**config.mk**
```make
export PLATFORM = sky130hd
export DESIGN_NAME = dac_write_frame_decoder
export DESIGN_NICKNAME = d
export VERILOG_FILES = /design/src/serial_frame_receiver.v /design/src/dac_write_frame_decoder.v
export VERILOG_INCLUDE_DIRS = /design/src /design/src/src
export SDC_FILE = /design/constraint.sdc
export NUM_CORES = 1
export LEC_CHECK = 0
export BUFFER_PORTS_ARGS = -buffer_cell sky130_fd_sc_hd__buf_2
export CORE_UTILIZATION = 55
export CTS_CLUSTER_DIAMETER = 50
export DETAILED_ROUTE_END_ITERATION = 8
export PLACE_DENSITY = 0.77
export SLEW_MARGIN = 20
export SYNTH_ARGS = -nofsm -noshare
export SYNTH_HDL_FRONTEND = slang
export SYNTH_SLANG_ARGS = --single-unit
export TNS_END_PERCENT = 50
```
**constraint.sdc**
```tcl
create_clock -name clock_i -period 2.3 [get_ports clock_i]
set_input_delay 0.115 -clock clock_i [delete_from_list [all_inputs] [get_ports clock_i]]
set_output_delay 0.115 -clock clock_i [all_outputs]
set_load 0.02 [all_outputs]
```
**src/frame_decoder_consts.vh**
```
// Purpose: Shared constants of the serial write-frame decoder
// Assumes: Included by bare name from the design files
// Notes:   Register offsets are word indices; byte address is 4 x index
`ifndef FRAME_DECODER_CONSTS_VH
`define FRAME_DECODER_CONSTS_VH

// ****************************************************************
// Frame field positions
// ****************************************************************
`define FRM_RW_BIT        23
`define FRM_DEV_HI_BIT    22
`define FRM_DEV_LO_BIT    21
`define FRM_SEL_MSB       20
`define FRM_SEL_LSB       18
`define FRM_CH_MSB        17
`define FRM_CH_LSB        16
`define FRM_DATA_MSB      15
`define FRM_CODE_LSB      4
`define FRM_BITS_PLAIN    6'h18
`define FRM_BITS_CHECKED  6'h20

// ****************************************************************
// Register selector codes
// ****************************************************************
`define SEL_DATA_ONE      3'h0
`define SEL_RESERVED      3'h1
`define SEL_GAIN_ONE      3'h2
`define SEL_GAIN_ALL      3'h3
`define SEL_OFFSET_ONE    3'h4
`define SEL_OFFSET_ALL    3'h5
`define SEL_CLEAR_ONE     3'h6
`define SEL_CONTROL       3'h7

// ****************************************************************
// Reset values of the 12-bit channel codes
// ****************************************************************
`define RST_DATA_CODE     12'h000
`define RST_GAIN_CODE     12'hfff
`define RST_OFFSET_CODE   12'h800

// ****************************************************************
// Bus register word indices
// ****************************************************************
`define REG_CONFIG        4'h0
`define REG_STATUS        4'h1
`define REG_LAST_CTRL     4'h2
`define REG_LAST_READ     4'h3
`define REG_DATA_BASE     2'h1
`define REG_GAIN_BASE     2'h2
`define REG_OFFSET_BASE   2'h3
`define CFG_CHECK_BIT     0

`endif

```
**src/serial_frame_receiver.v**
```verilog
// Purpose: Samples the 3-wire link and collects one frame per select
// Assumes: Link clock far slower than clock_i; data taken on its fall
// Notes:   Frame of wrong length is reported and dropped
`include "frame_decoder_consts.vh"
`default_nettype none

module serial_frame_receiver (
  input  wire        clock_i,
  input  wire        reset_n_i,
  input  wire        link_clk_i,
  input  wire        link_select_n_i,
  input  wire        link_data_i,
  input  wire        check_en_i,
  output reg         frame_ok_o,
  output reg         frame_bad_o,
  output reg  [23:0] frame_o
);

  // ****************************************************************
  // Two-stage synchronisers and edge history
  // ****************************************************************
  reg  [2:0]  sclk_reg;
  reg  [2:0]  sel_reg;
  reg  [1:0]  sdin_reg;
  reg  [31:0] shift_reg;
  reg  [5:0]  count_reg;

  wire sclk_fall  = sclk_reg[2] & ~sclk_reg[1];
  wire sel_active = ~sel_reg[1];
  wire sel_rise   = ~sel_reg[2] & sel_reg[1];
  wire [5:0] want = check_en_i ? `FRM_BITS_CHECKED : `FRM_BITS_PLAIN;

  always @(posedge clock_i or negedge reset_n_i) begin
    if (!reset_n_i) begin
      sclk_reg <= 3'h7;
      sel_reg  <= 3'h7;
      sdin_reg <= 2'h0;
    end else begin
      sclk_reg <= {sclk_reg[1:0], link_clk_i};
      sel_reg  <= {sel_reg[1:0], link_select_n_i};
      sdin_reg <= {sdin_reg[0], link_data_i};
    end
  end

  // ****************************************************************
  // Shift in, most significant bit first
  // ****************************************************************
  always @(posedge clock_i or negedge reset_n_i) begin
    if (!reset_n_i) begin
      shift_reg   <= 32'h0000_0000;
      count_reg   <= 6'h00;
      frame_ok_o  <= 1'b0;
      frame_bad_o <= 1'b0;
      frame_o     <= 24'h00_0000;
    end else begin
      frame_ok_o  <= 1'b0;
      frame_bad_o <= 1'b0;
      if (sel_rise) begin
        count_reg <= 6'h00;
        if (count_reg == want) begin
          frame_ok_o <= 1'b1;
          frame_o <= check_en_i ? shift_reg[31:8] : shift_reg[23:0];
        end else begin
          frame_bad_o <= 1'b1;
        end
      end else if (sel_active && sclk_fall) begin
        shift_reg <= {shift_reg[30:0], sdin_reg[1]};
        if (count_reg != 6'h3f) begin
          count_reg <= count_reg + 6'h01;
        end
      end
    end
  end

endmodule

`default_nettype wire

```
**src/dac_write_frame_decoder.v**
```verilog
// Purpose: Decodes serial write frames into channel code registers
// Assumes: Straps and link pins are asynchronous to clock_i
// Notes:   Avalon-MM slave, one wait state on every access
//
// The placing of the registers and the Avalon-MM register port are this design's own decisions.
`include "frame_decoder_consts.vh"
`default_nettype none

// Functional notes
// - Frame MSB first, fields at fixed bits
// - Channel code is frame bits 15 to 4
// - Top bit zero writes, one reads
// - Act only when address matches strap pins
// - Selector 000 loads one channel data code
// - Selector 010 one gain, 011 all gains
// - Selector 100 one offset, 101 all offsets
// - Selector 111 passes data field, frame bits 15 to 0, to control registers
// - Channel codes 00..11 pick channels A..D
// - Frame is 24 bits, 32 with check
module dac_write_frame_decoder #(
  parameter CHANNELS = 4
) (
  input  wire                  clock_i,
  input  wire                  reset_n_i,
  input  wire                  link_clk_i,
  input  wire                  link_select_n_i,
  input  wire                  link_data_i,
  input  wire                  address_strap_hi_i,
  input  wire                  address_strap_lo_i,
  input  wire [3:0]            avs_address_i,
  input  wire                  avs_read_i,
  input  wire                  avs_write_i,
  input  wire [31:0]           avs_writedata_i,
  input  wire [3:0]            avs_byteenable_i,
  output reg  [31:0]           avs_readdata_o,
  output reg                   avs_waitrequest_o,
  output reg  [12*CHANNELS-1:0] dac_code_o,
  output reg  [12*CHANNELS-1:0] gain_code_o,
  output reg  [12*CHANNELS-1:0] offset_code_o,
  output reg                   ctrl_write_o,
  output reg  [15:0]           ctrl_data_o,
  output reg                   read_request_o,
  output reg  [4:0]            read_target_o,
  output reg                   check_en_o
);

  // ****************************************************************
  // Strap synchronisers
  // ****************************************************************
  reg  [1:0] strap_meta_reg;
  reg  [1:0] strap_reg;

  always @(posedge clock_i or negedge reset_n_i) begin
    if (!reset_n_i) begin
      strap_meta_reg <= 2'h0;
      strap_reg      <= 2'h0;
    end else begin
      strap_meta_reg <= {address_strap_hi_i, address_strap_lo_i};
      strap_reg      <= strap_meta_reg;
    end
  end

  // ****************************************************************
  // Frame reception
  // ****************************************************************
  wire        frame_ok;
  wire        frame_bad;
  wire [23:0] frame;

  serial_frame_receiver serial_frame_receiver_i (
    .clock_i         (clock_i),
    .reset_n_i       (reset_n_i),
    .link_clk_i      (link_clk_i),
    .link_select_n_i (link_select_n_i),
    .link_data_i     (link_data_i),
    .check_en_i      (check_en_o),
    .frame_ok_o      (frame_ok),
    .frame_bad_o     (frame_bad),
    .frame_o         (frame)
  );

  // ****************************************************************
  // Field split
  // ****************************************************************
  wire        read_flag = frame[`FRM_RW_BIT];
  wire        target_device_addr_hi = frame[`FRM_DEV_HI_BIT];
  wire        target_device_addr_lo = frame[`FRM_DEV_LO_BIT];
  wire [2:0]  register_selector = frame[`FRM_SEL_MSB:`FRM_SEL_LSB];
  wire        channel_select_hi = frame[`FRM_CH_MSB];
  wire        channel_select_lo = frame[`FRM_CH_LSB];
  wire [1:0]  channel = {channel_select_hi, channel_select_lo};
  wire [15:0] field = frame[`FRM_DATA_MSB:0];
  wire [11:0] code = frame[`FRM_DATA_MSB:`FRM_CODE_LSB];

  wire addr_hit = (target_device_addr_hi == strap_reg[1]) &&
                  (target_device_addr_lo == strap_reg[0]);
  wire accept   = frame_ok && addr_hit;
  wire do_write = accept && !read_flag;
  wire do_read  = accept && read_flag;

  // ****************************************************************
  // Channel code registers
  // ****************************************************************
  wire [12*CHANNELS-1:0] dac_code_next;
  wire [12*CHANNELS-1:0] gain_code_next;
  wire [12*CHANNELS-1:0] offset_code_next;

  // Reserved, clear code and control leave codes alone
  wire live = do_write && (register_selector != `SEL_RESERVED);

  genvar ch;
  generate
    for (ch = 0; ch < CHANNELS; ch = ch + 1) begin : g_channel
      wire pick     = ({30'h0000_0000, channel} == ch);
      wire data_hit = live && pick &&
                      (register_selector == `SEL_DATA_ONE);
      wire gain_hit = live &&
                      ((pick && register_selector == `SEL_GAIN_ONE) ||
                       register_selector == `SEL_GAIN_ALL);
      wire offs_hit = live &&
                      ((pick && register_selector == `SEL_OFFSET_ONE) ||
                       register_selector == `SEL_OFFSET_ALL);
      assign dac_code_next[12*ch +: 12] =
        data_hit ? code : dac_code_o[12*ch +: 12];
      assign gain_code_next[12*ch +: 12] =
        gain_hit ? code : gain_code_o[12*ch +: 12];
      assign offset_code_next[12*ch +: 12] =
        offs_hit ? code : offset_code_o[12*ch +: 12];
    end
  endgenerate

  always @(posedge clock_i or negedge reset_n_i) begin
    if (!reset_n_i) begin
      dac_code_o    <= {CHANNELS{`RST_DATA_CODE}};
      gain_code_o   <= {CHANNELS{`RST_GAIN_CODE}};
      offset_code_o <= {CHANNELS{`RST_OFFSET_CODE}};
    end else begin
      dac_code_o    <= dac_code_next;
      gain_code_o   <= gain_code_next;
      offset_code_o <= offset_code_next;
    end
  end

  // ****************************************************************
  // Control hand-off, read requests, frame statistics
  // ****************************************************************
  reg [7:0] good_count_reg;
  reg [7:0] bad_count_reg;

  always @(posedge clock_i or negedge reset_n_i) begin
    if (!reset_n_i) begin
      ctrl_write_o   <= 1'b0;
      ctrl_data_o    <= 16'h0000;
      read_request_o <= 1'b0;
      read_target_o  <= 5'h00;
      good_count_reg <= 8'h00;
      bad_count_reg  <= 8'h00;
    end else begin
      ctrl_write_o   <= 1'b0;
      read_request_o <= 1'b0;
      if (do_write && register_selector == `SEL_CONTROL) begin
        ctrl_write_o <= 1'b1;
        ctrl_data_o  <= field;
      end
      if (do_read) begin
        read_request_o <= 1'b1;
        read_target_o  <= {register_selector, channel};
      end
      if (accept) begin
        good_count_reg <= good_count_reg + 8'h01;
      end
      if (frame_bad) begin
        bad_count_reg <= bad_count_reg + 8'h01;
      end
    end
  end

  // ****************************************************************
  // Avalon-MM slave, answer one cycle after the request
  // ****************************************************************
  wire       request = (avs_read_i || avs_write_i) && avs_waitrequest_o;
  wire [1:0] bank    = avs_address_i[3:2];
  wire [1:0] lane    = avs_address_i[1:0];
  reg [31:0] read_value;

  always @* begin
    read_value = 32'h0000_0000;
    case (bank)
      `REG_DATA_BASE: begin
        read_value = {16'h0000, dac_code_o[12*lane +: 12], 4'h0};
      end
      `REG_GAIN_BASE: begin
        read_value = {16'h0000, gain_code_o[12*lane +: 12], 4'h0};
      end
      `REG_OFFSET_BASE: begin
        read_value = {16'h0000, offset_code_o[12*lane +: 12], 4'h0};
      end
      default: begin
        case (avs_address_i)
          `REG_CONFIG: begin
            read_value = {31'h0000_0000, check_en_o};
          end
          `REG_STATUS: begin
            read_value = {14'h0000, strap_reg, bad_count_reg,
                          good_count_reg};
          end
          `REG_LAST_CTRL: begin
            read_value = {16'h0000, ctrl_data_o};
          end
          `REG_LAST_READ: begin
            read_value = {27'h000_0000, read_target_o};
          end
          default: begin
            read_value = 32'h0000_0000;
          end
        endcase
      end
    endcase
  end

  always @(posedge clock_i or negedge reset_n_i) begin
    if (!reset_n_i) begin
      avs_waitrequest_o <= 1'b1;
      avs_readdata_o    <= 32'h0000_0000;
      check_en_o        <= 1'b0;
    end else begin
      avs_waitrequest_o <= !request;
      if (request && avs_read_i) begin
        avs_readdata_o <= read_value;
      end
      if (request && avs_write_i && avs_address_i == `REG_CONFIG &&
          avs_byteenable_i[0]) begin
        check_en_o <= avs_writedata_i[`CFG_CHECK_BIT];
      end
    end
  end

endmodule

`default_nettype wire

```
==> impl_metrics.prom <==
# TYPE chip_impl_metric gauge
chip_impl_info{name="rsz_0062_raised_after_global_routing",value="false"} 1
chip_impl_metric{name="hold_viol",unit=""} 0
chip_impl_metric{name="crit_fanout",unit=""} 7
chip_impl_metric{name="synth-seq-area-share",unit="%"} 56.2
chip_impl_metric{name="final.min_clock_period",unit="ns"} 2.21
chip_impl_metric{name="wl_per_cell",unit="um"} 22.0
chip_impl_metric{name="synth.top_cell.area_share",unit="%"} 43.9
chip_impl_metric{name="antenna_violating_nets_post_route",unit=""} 0
chip_impl_metric{name="critical_path_arrival",unit="ns"} 2.63
chip_impl_metric{name="portBuffers",unit=""} 201
chip_impl_metric{name="chipHeight",unit="um"} 153
chip_impl_metric{name="final.fill_count",unit=""} 1623
chip_impl_metric{name="tns",unit="ns"} 0
chip_impl_metric{name="cts.reportedPaths.clkPinSlew",unit="ns"} 0.06
chip_impl_metric{name="asyncSetResetFlopFracSynth",unit="%"} 100
chip_impl_metric{name="htreeDepth",unit=""} 1
chip_impl_metric{name="antenna_found_initial",unit=""} 0
chip_impl_metric{name="count_of_vias_placed_by_the_detailed_router",unit=""} 8941
chip_impl_info{name="crit_type",value="reg2reg"} 1
chip_impl_metric{name="grt_pass1_wl",unit="um"} 52000
chip_impl_metric{name="fraction_of_final_layout_cells_sized_beyond_drive_strength_1",unit="%"} 44.3
chip_impl_metric{name="whs",unit="ns"} 0.0806
chip_impl_metric{name="cts.path.max_buffers",unit=""} 3
chip_impl_metric{name="worstSetupPathDepth",unit=""} 6
chip_impl_metric{name="start_util",unit="%"} 56.8
chip_impl_metric{name="synth-adder-area-share",unit="%"} 0.399
chip_impl_metric{name="flow.area_growth_from_synthesis",unit="%"} 20.8
chip_impl_metric{name="clkLatencyLatePin",unit="ns"} 0.56
chip_impl_info{name="cts_tree",value="done"} 1
chip_impl_metric{name="top_achievable_clock_speed",unit="MHz"} 453
chip_impl_info{name="worstSetupStartpoint",value="strap_reg[0]"} 1
chip_impl_metric{name="ir_worst_vdd",unit="V"} 0.000520
chip_impl_metric{name="report.final.setup_viol",unit=""} 0
chip_impl_metric{name="post_synth.cell_area_avg",unit="sq um"} 12.5
chip_impl_metric{name="via_count_of_the_first_global_routing_pass",unit=""} 8931
chip_impl_metric{name="initialDrtViolationCount",unit=""} 746
chip_impl_metric{name="crit_required",unit="ns"} 2.72
chip_impl_metric{name="post_synth_inst_count",unit=""} 1003
chip_impl_metric{name="synth.area.mux_share",unit="%"} 23.3
chip_impl_metric{name="place.gp.congestion",unit=""} 0.917
chip_impl_info{name="rr_endpoint",value="offset_code_o[12]"} 1
chip_impl_metric{name="vias_per_cell",unit=""} 5.86
chip_impl_metric{name="number_of_flops_mapped_to_enable_cells_by_yosys",unit=""} 0
chip_impl_metric{name="critical-path-max-stage-delay",unit="ns"} 0.59
chip_impl_metric{name="cap_viol_max_count",unit=""} 0
chip_impl_info{name="post-synth-top-area-cell",value="sky130_fd_sc_hd__dfrtp_1"} 1
chip_impl_metric{name="cts.repair_timing.setup_buffer_count",unit=""} 0
chip_impl_info{name="critical-path-slowest-cell",value="sky130_fd_sc_hd__or4b_4"} 1
chip_impl_metric{name="core_area",unit="sq mm"} 0.0221
chip_impl_info{name="layout_common_cells",value="220 x sky130_fd_sc_hd__dfrtp_1, 200 x sky130_fd_sc_hd__buf_2, 180 x sky130_fd_sc_hd__mux2_2"} 1
chip_impl_metric{name="cts_inserted_buffers",unit=""} 31
chip_impl_metric{name="power_leakage",unit="nW"} 7.64
chip_impl_metric{name="grt_start_max_net_pins",unit=""} 80
chip_impl_metric{name="pwr_density_cell",unit="mW/mm^2"} 737
chip_impl_metric{name="ys_ff_latch",unit=""} 279
chip_impl_metric{name="r2r_cells",unit=""} 6
chip_impl_info{name="mostFrequentLayoutCell",value="sky130_fd_sc_hd__dfrtp_1"} 1
chip_impl_metric{name="reg2reg_slack",unit="ns"} 0.09
chip_impl_metric{name="drv_slew",unit=""} 0
chip_impl_metric{name="drt_pre_antenna_iters",unit=""} 5
chip_impl_metric{name="drc",unit=""} 0
chip_impl_metric{name="synthesis.yosys.warnings",unit=""} 0
chip_impl_info{name="outcome",value="finished, final reports clean"} 1
chip_impl_metric{name="n_antenna_cell",unit=""} 0
chip_impl_metric{name="routed_wirelength",unit="um"} 33500
chip_impl_info{name="start_kind",value="flop"} 1
chip_impl_info{name="synth_top_flop_cell",value="sky130_fd_sc_hd__dfrtp_1"} 1
chip_impl_metric{name="top_level_ports",unit=""} 250
chip_impl_metric{name="synthesis.area",unit="sq mm"} 0.0125
chip_impl_metric{name="rows",unit=""} 54
chip_impl_info{name="reg_top3",value="dac_code_o (48), gain_code_o (48), offset_code_o (48)"} 1
chip_impl_info{name="min_path_type",value="in2async"} 1
chip_impl_metric{name="fin_nets",unit=""} 1275
chip_impl_metric{name="globalRoute.totalOverflow",unit=""} 0
chip_impl_metric{name="dieArea",unit="sq mm"} 0.0234
chip_impl_metric{name="fp.dieW",unit="um"} 153
chip_impl_info{name="worstSetupEndpoint",value="offset_code_o[12]"} 1
chip_impl_info{name="dominant_combinational_cell_family_by_area_after_synthesis",value="multiplexers"} 1
chip_impl_metric{name="synth-compound-area-share",unit="%"} 7.50
chip_impl_metric{name="simple_logic_cell_fraction_of_the_synthesized_area",unit="%"} 7.59
chip_impl_info{name="cts_root_buf",value="sky130_fd_sc_hd__clkbuf_16"} 1
chip_impl_info{name="rr_startpoint",value="strap_reg[0]"} 1
chip_impl_metric{name="worstMarginPinSlew",unit="ns"} 0.670
chip_impl_metric{name="tot_gr_track_use",unit="%"} 29.0
chip_impl_info{name="crit_family",value="simple AND/OR/NAND/NOR gates"} 1
chip_impl_metric{name="synth-xor-area-share",unit="%"} 1.33
chip_impl_info{name="netlist_top_cells_area",value="sky130_fd_sc_hd__dfrtp_1 44%, sky130_fd_sc_hd__mux2_2 16%, sky130_fd_sc_hd__dfstp_2 12%"} 1
chip_impl_metric{name="synth_cell_type_count",unit=""} 48
chip_impl_metric{name="portion_of_the_clock_cycle_consumed_by_the_worst_path_in_the_final_layout",unit="%"} 96.1
chip_impl_metric{name="dp_hpwl",unit="um"} 23500
chip_impl_metric{name="slew_headroom",unit="%"} 55.3
chip_impl_metric{name="fin_worst_skew",unit="ns"} 0.0204
chip_impl_metric{name="tritoncts_num_sinks",unit=""} 279
chip_impl_info{name="endpoint_kind",value="flop"} 1
chip_impl_metric{name="path_buf_inv",unit=""} 1
chip_impl_info{name="cp_cell_sequence",value="xnor2_1 -> nand3_2 -> or4b_4 -> nor2_4 -> buf_12 -> mux2_2"} 1
==> what timing repair did <==
| item | 4_1_cts | 5_1_grt |
|---|---|---|
| endpoints found under the hold margin | 237 | 0 |
| resized for setup | 0 | 0 |
| hold buffers | 9 | 0 |
==> cell usage after synthesis, drive strengths merged (9+ instances only) <==
| library cell | number |
|---|---|
| dfrtp | 220 |
| mux2 | 214 |
| a21oi | 63 |
| nand2 | 63 |
| dfstp | 59 |
| nor2 | 57 |
| clkbuf | 51 |
| mux2i | 49 |
| o21ai | 39 |
| buf | 32 |
| nor2b | 28 |
| a221oi | 17 |
| a31oi | 14 |
| xnor2 | 11 |
| nand3 | 9 |
==> power by group <==
part	internal (W)	switching, W
clock	0.00307	0.00197
combinational	0.000333	0.000529
sequential	0.00510	0.000169
==> how the worst min path moves through the flow <==
stage	start	end	cells after the start	slack [ns]
floorplan	reset_n_i	avs_readdata_o[0]	0	-0.18
global placement	reset_n_i	ctrl_write_o	1	0.08
detailed placement	reset_n_i	ctrl_write_o	1	0.08
CTS	avs_address_i[0]	avs_readdata_o[4]	3	0.06
global route	reset_n_i	ctrl_data_o[14]	2	0.11
finish	reset_n_i	ctrl_data_o[14]	2	0.08
==> cells by family (layout without fill, tap and decap cells) <==
family                     after synthesis  count (layout)
buffers and inverters                   91             321
and+or+nand+nor                        188             188
AOI/OAI and AO/OA                      157             157
DFF                                    279             279
xor gates and xnor gates                19              19
muxes                                  264             264
other                                    1              14
adders and majority gates                4               4
==> layer usage <==
metal / share of wire [%] / vias to the layer above / routed length [um] / global-route usage, %
met5: 0 / - / 0 / 0
met4: 3.8 / 0 / 1260 / 11.1
met3: 6.7 / 71 / 2250 / 5.73
met2: 48 / 346 / 16200 / 47.9
met1: 41 / 4539 / 13800 / 38.0
li1: - / 3985 / - / -
==> per-stage QoR <==
step / std cells / power [W] / setup slack, ns / utilization [%] / instance area [sq um]
2_1_floorplan: 1016 / 0.00584 / 0.201 / - / 12600
3_3_place_gp: 1460 / 0.00616 / 0.147 / 63.4 / 14000
3_5_place_dp: 1460 / 0.00619 / 0.103 / 63.4 / 14000
4_1_cts: 1526 / 0.0112 / 0.0845 / 68.6 / 15200
5_1_grt: 1526 / 0.0115 / 0.0349 / 68.6 / 15200
6_report: 1526 / 0.0112 / 0.0902 / 68.6 / 15200
==> area by class of cell <==
class	count	area [sq um]	area share [%]
clock inverter	11	145	0.958
clock buffer	46	912	6.02
timing repair buffer	256	1560	10.3
multi-input combinational	646	5100	33.6
sequential	279	7060	46.6
tap	280	350	2.31
inverter	8	30.0	0.198
No activity file was read; power rests on OpenSTA's default activity.
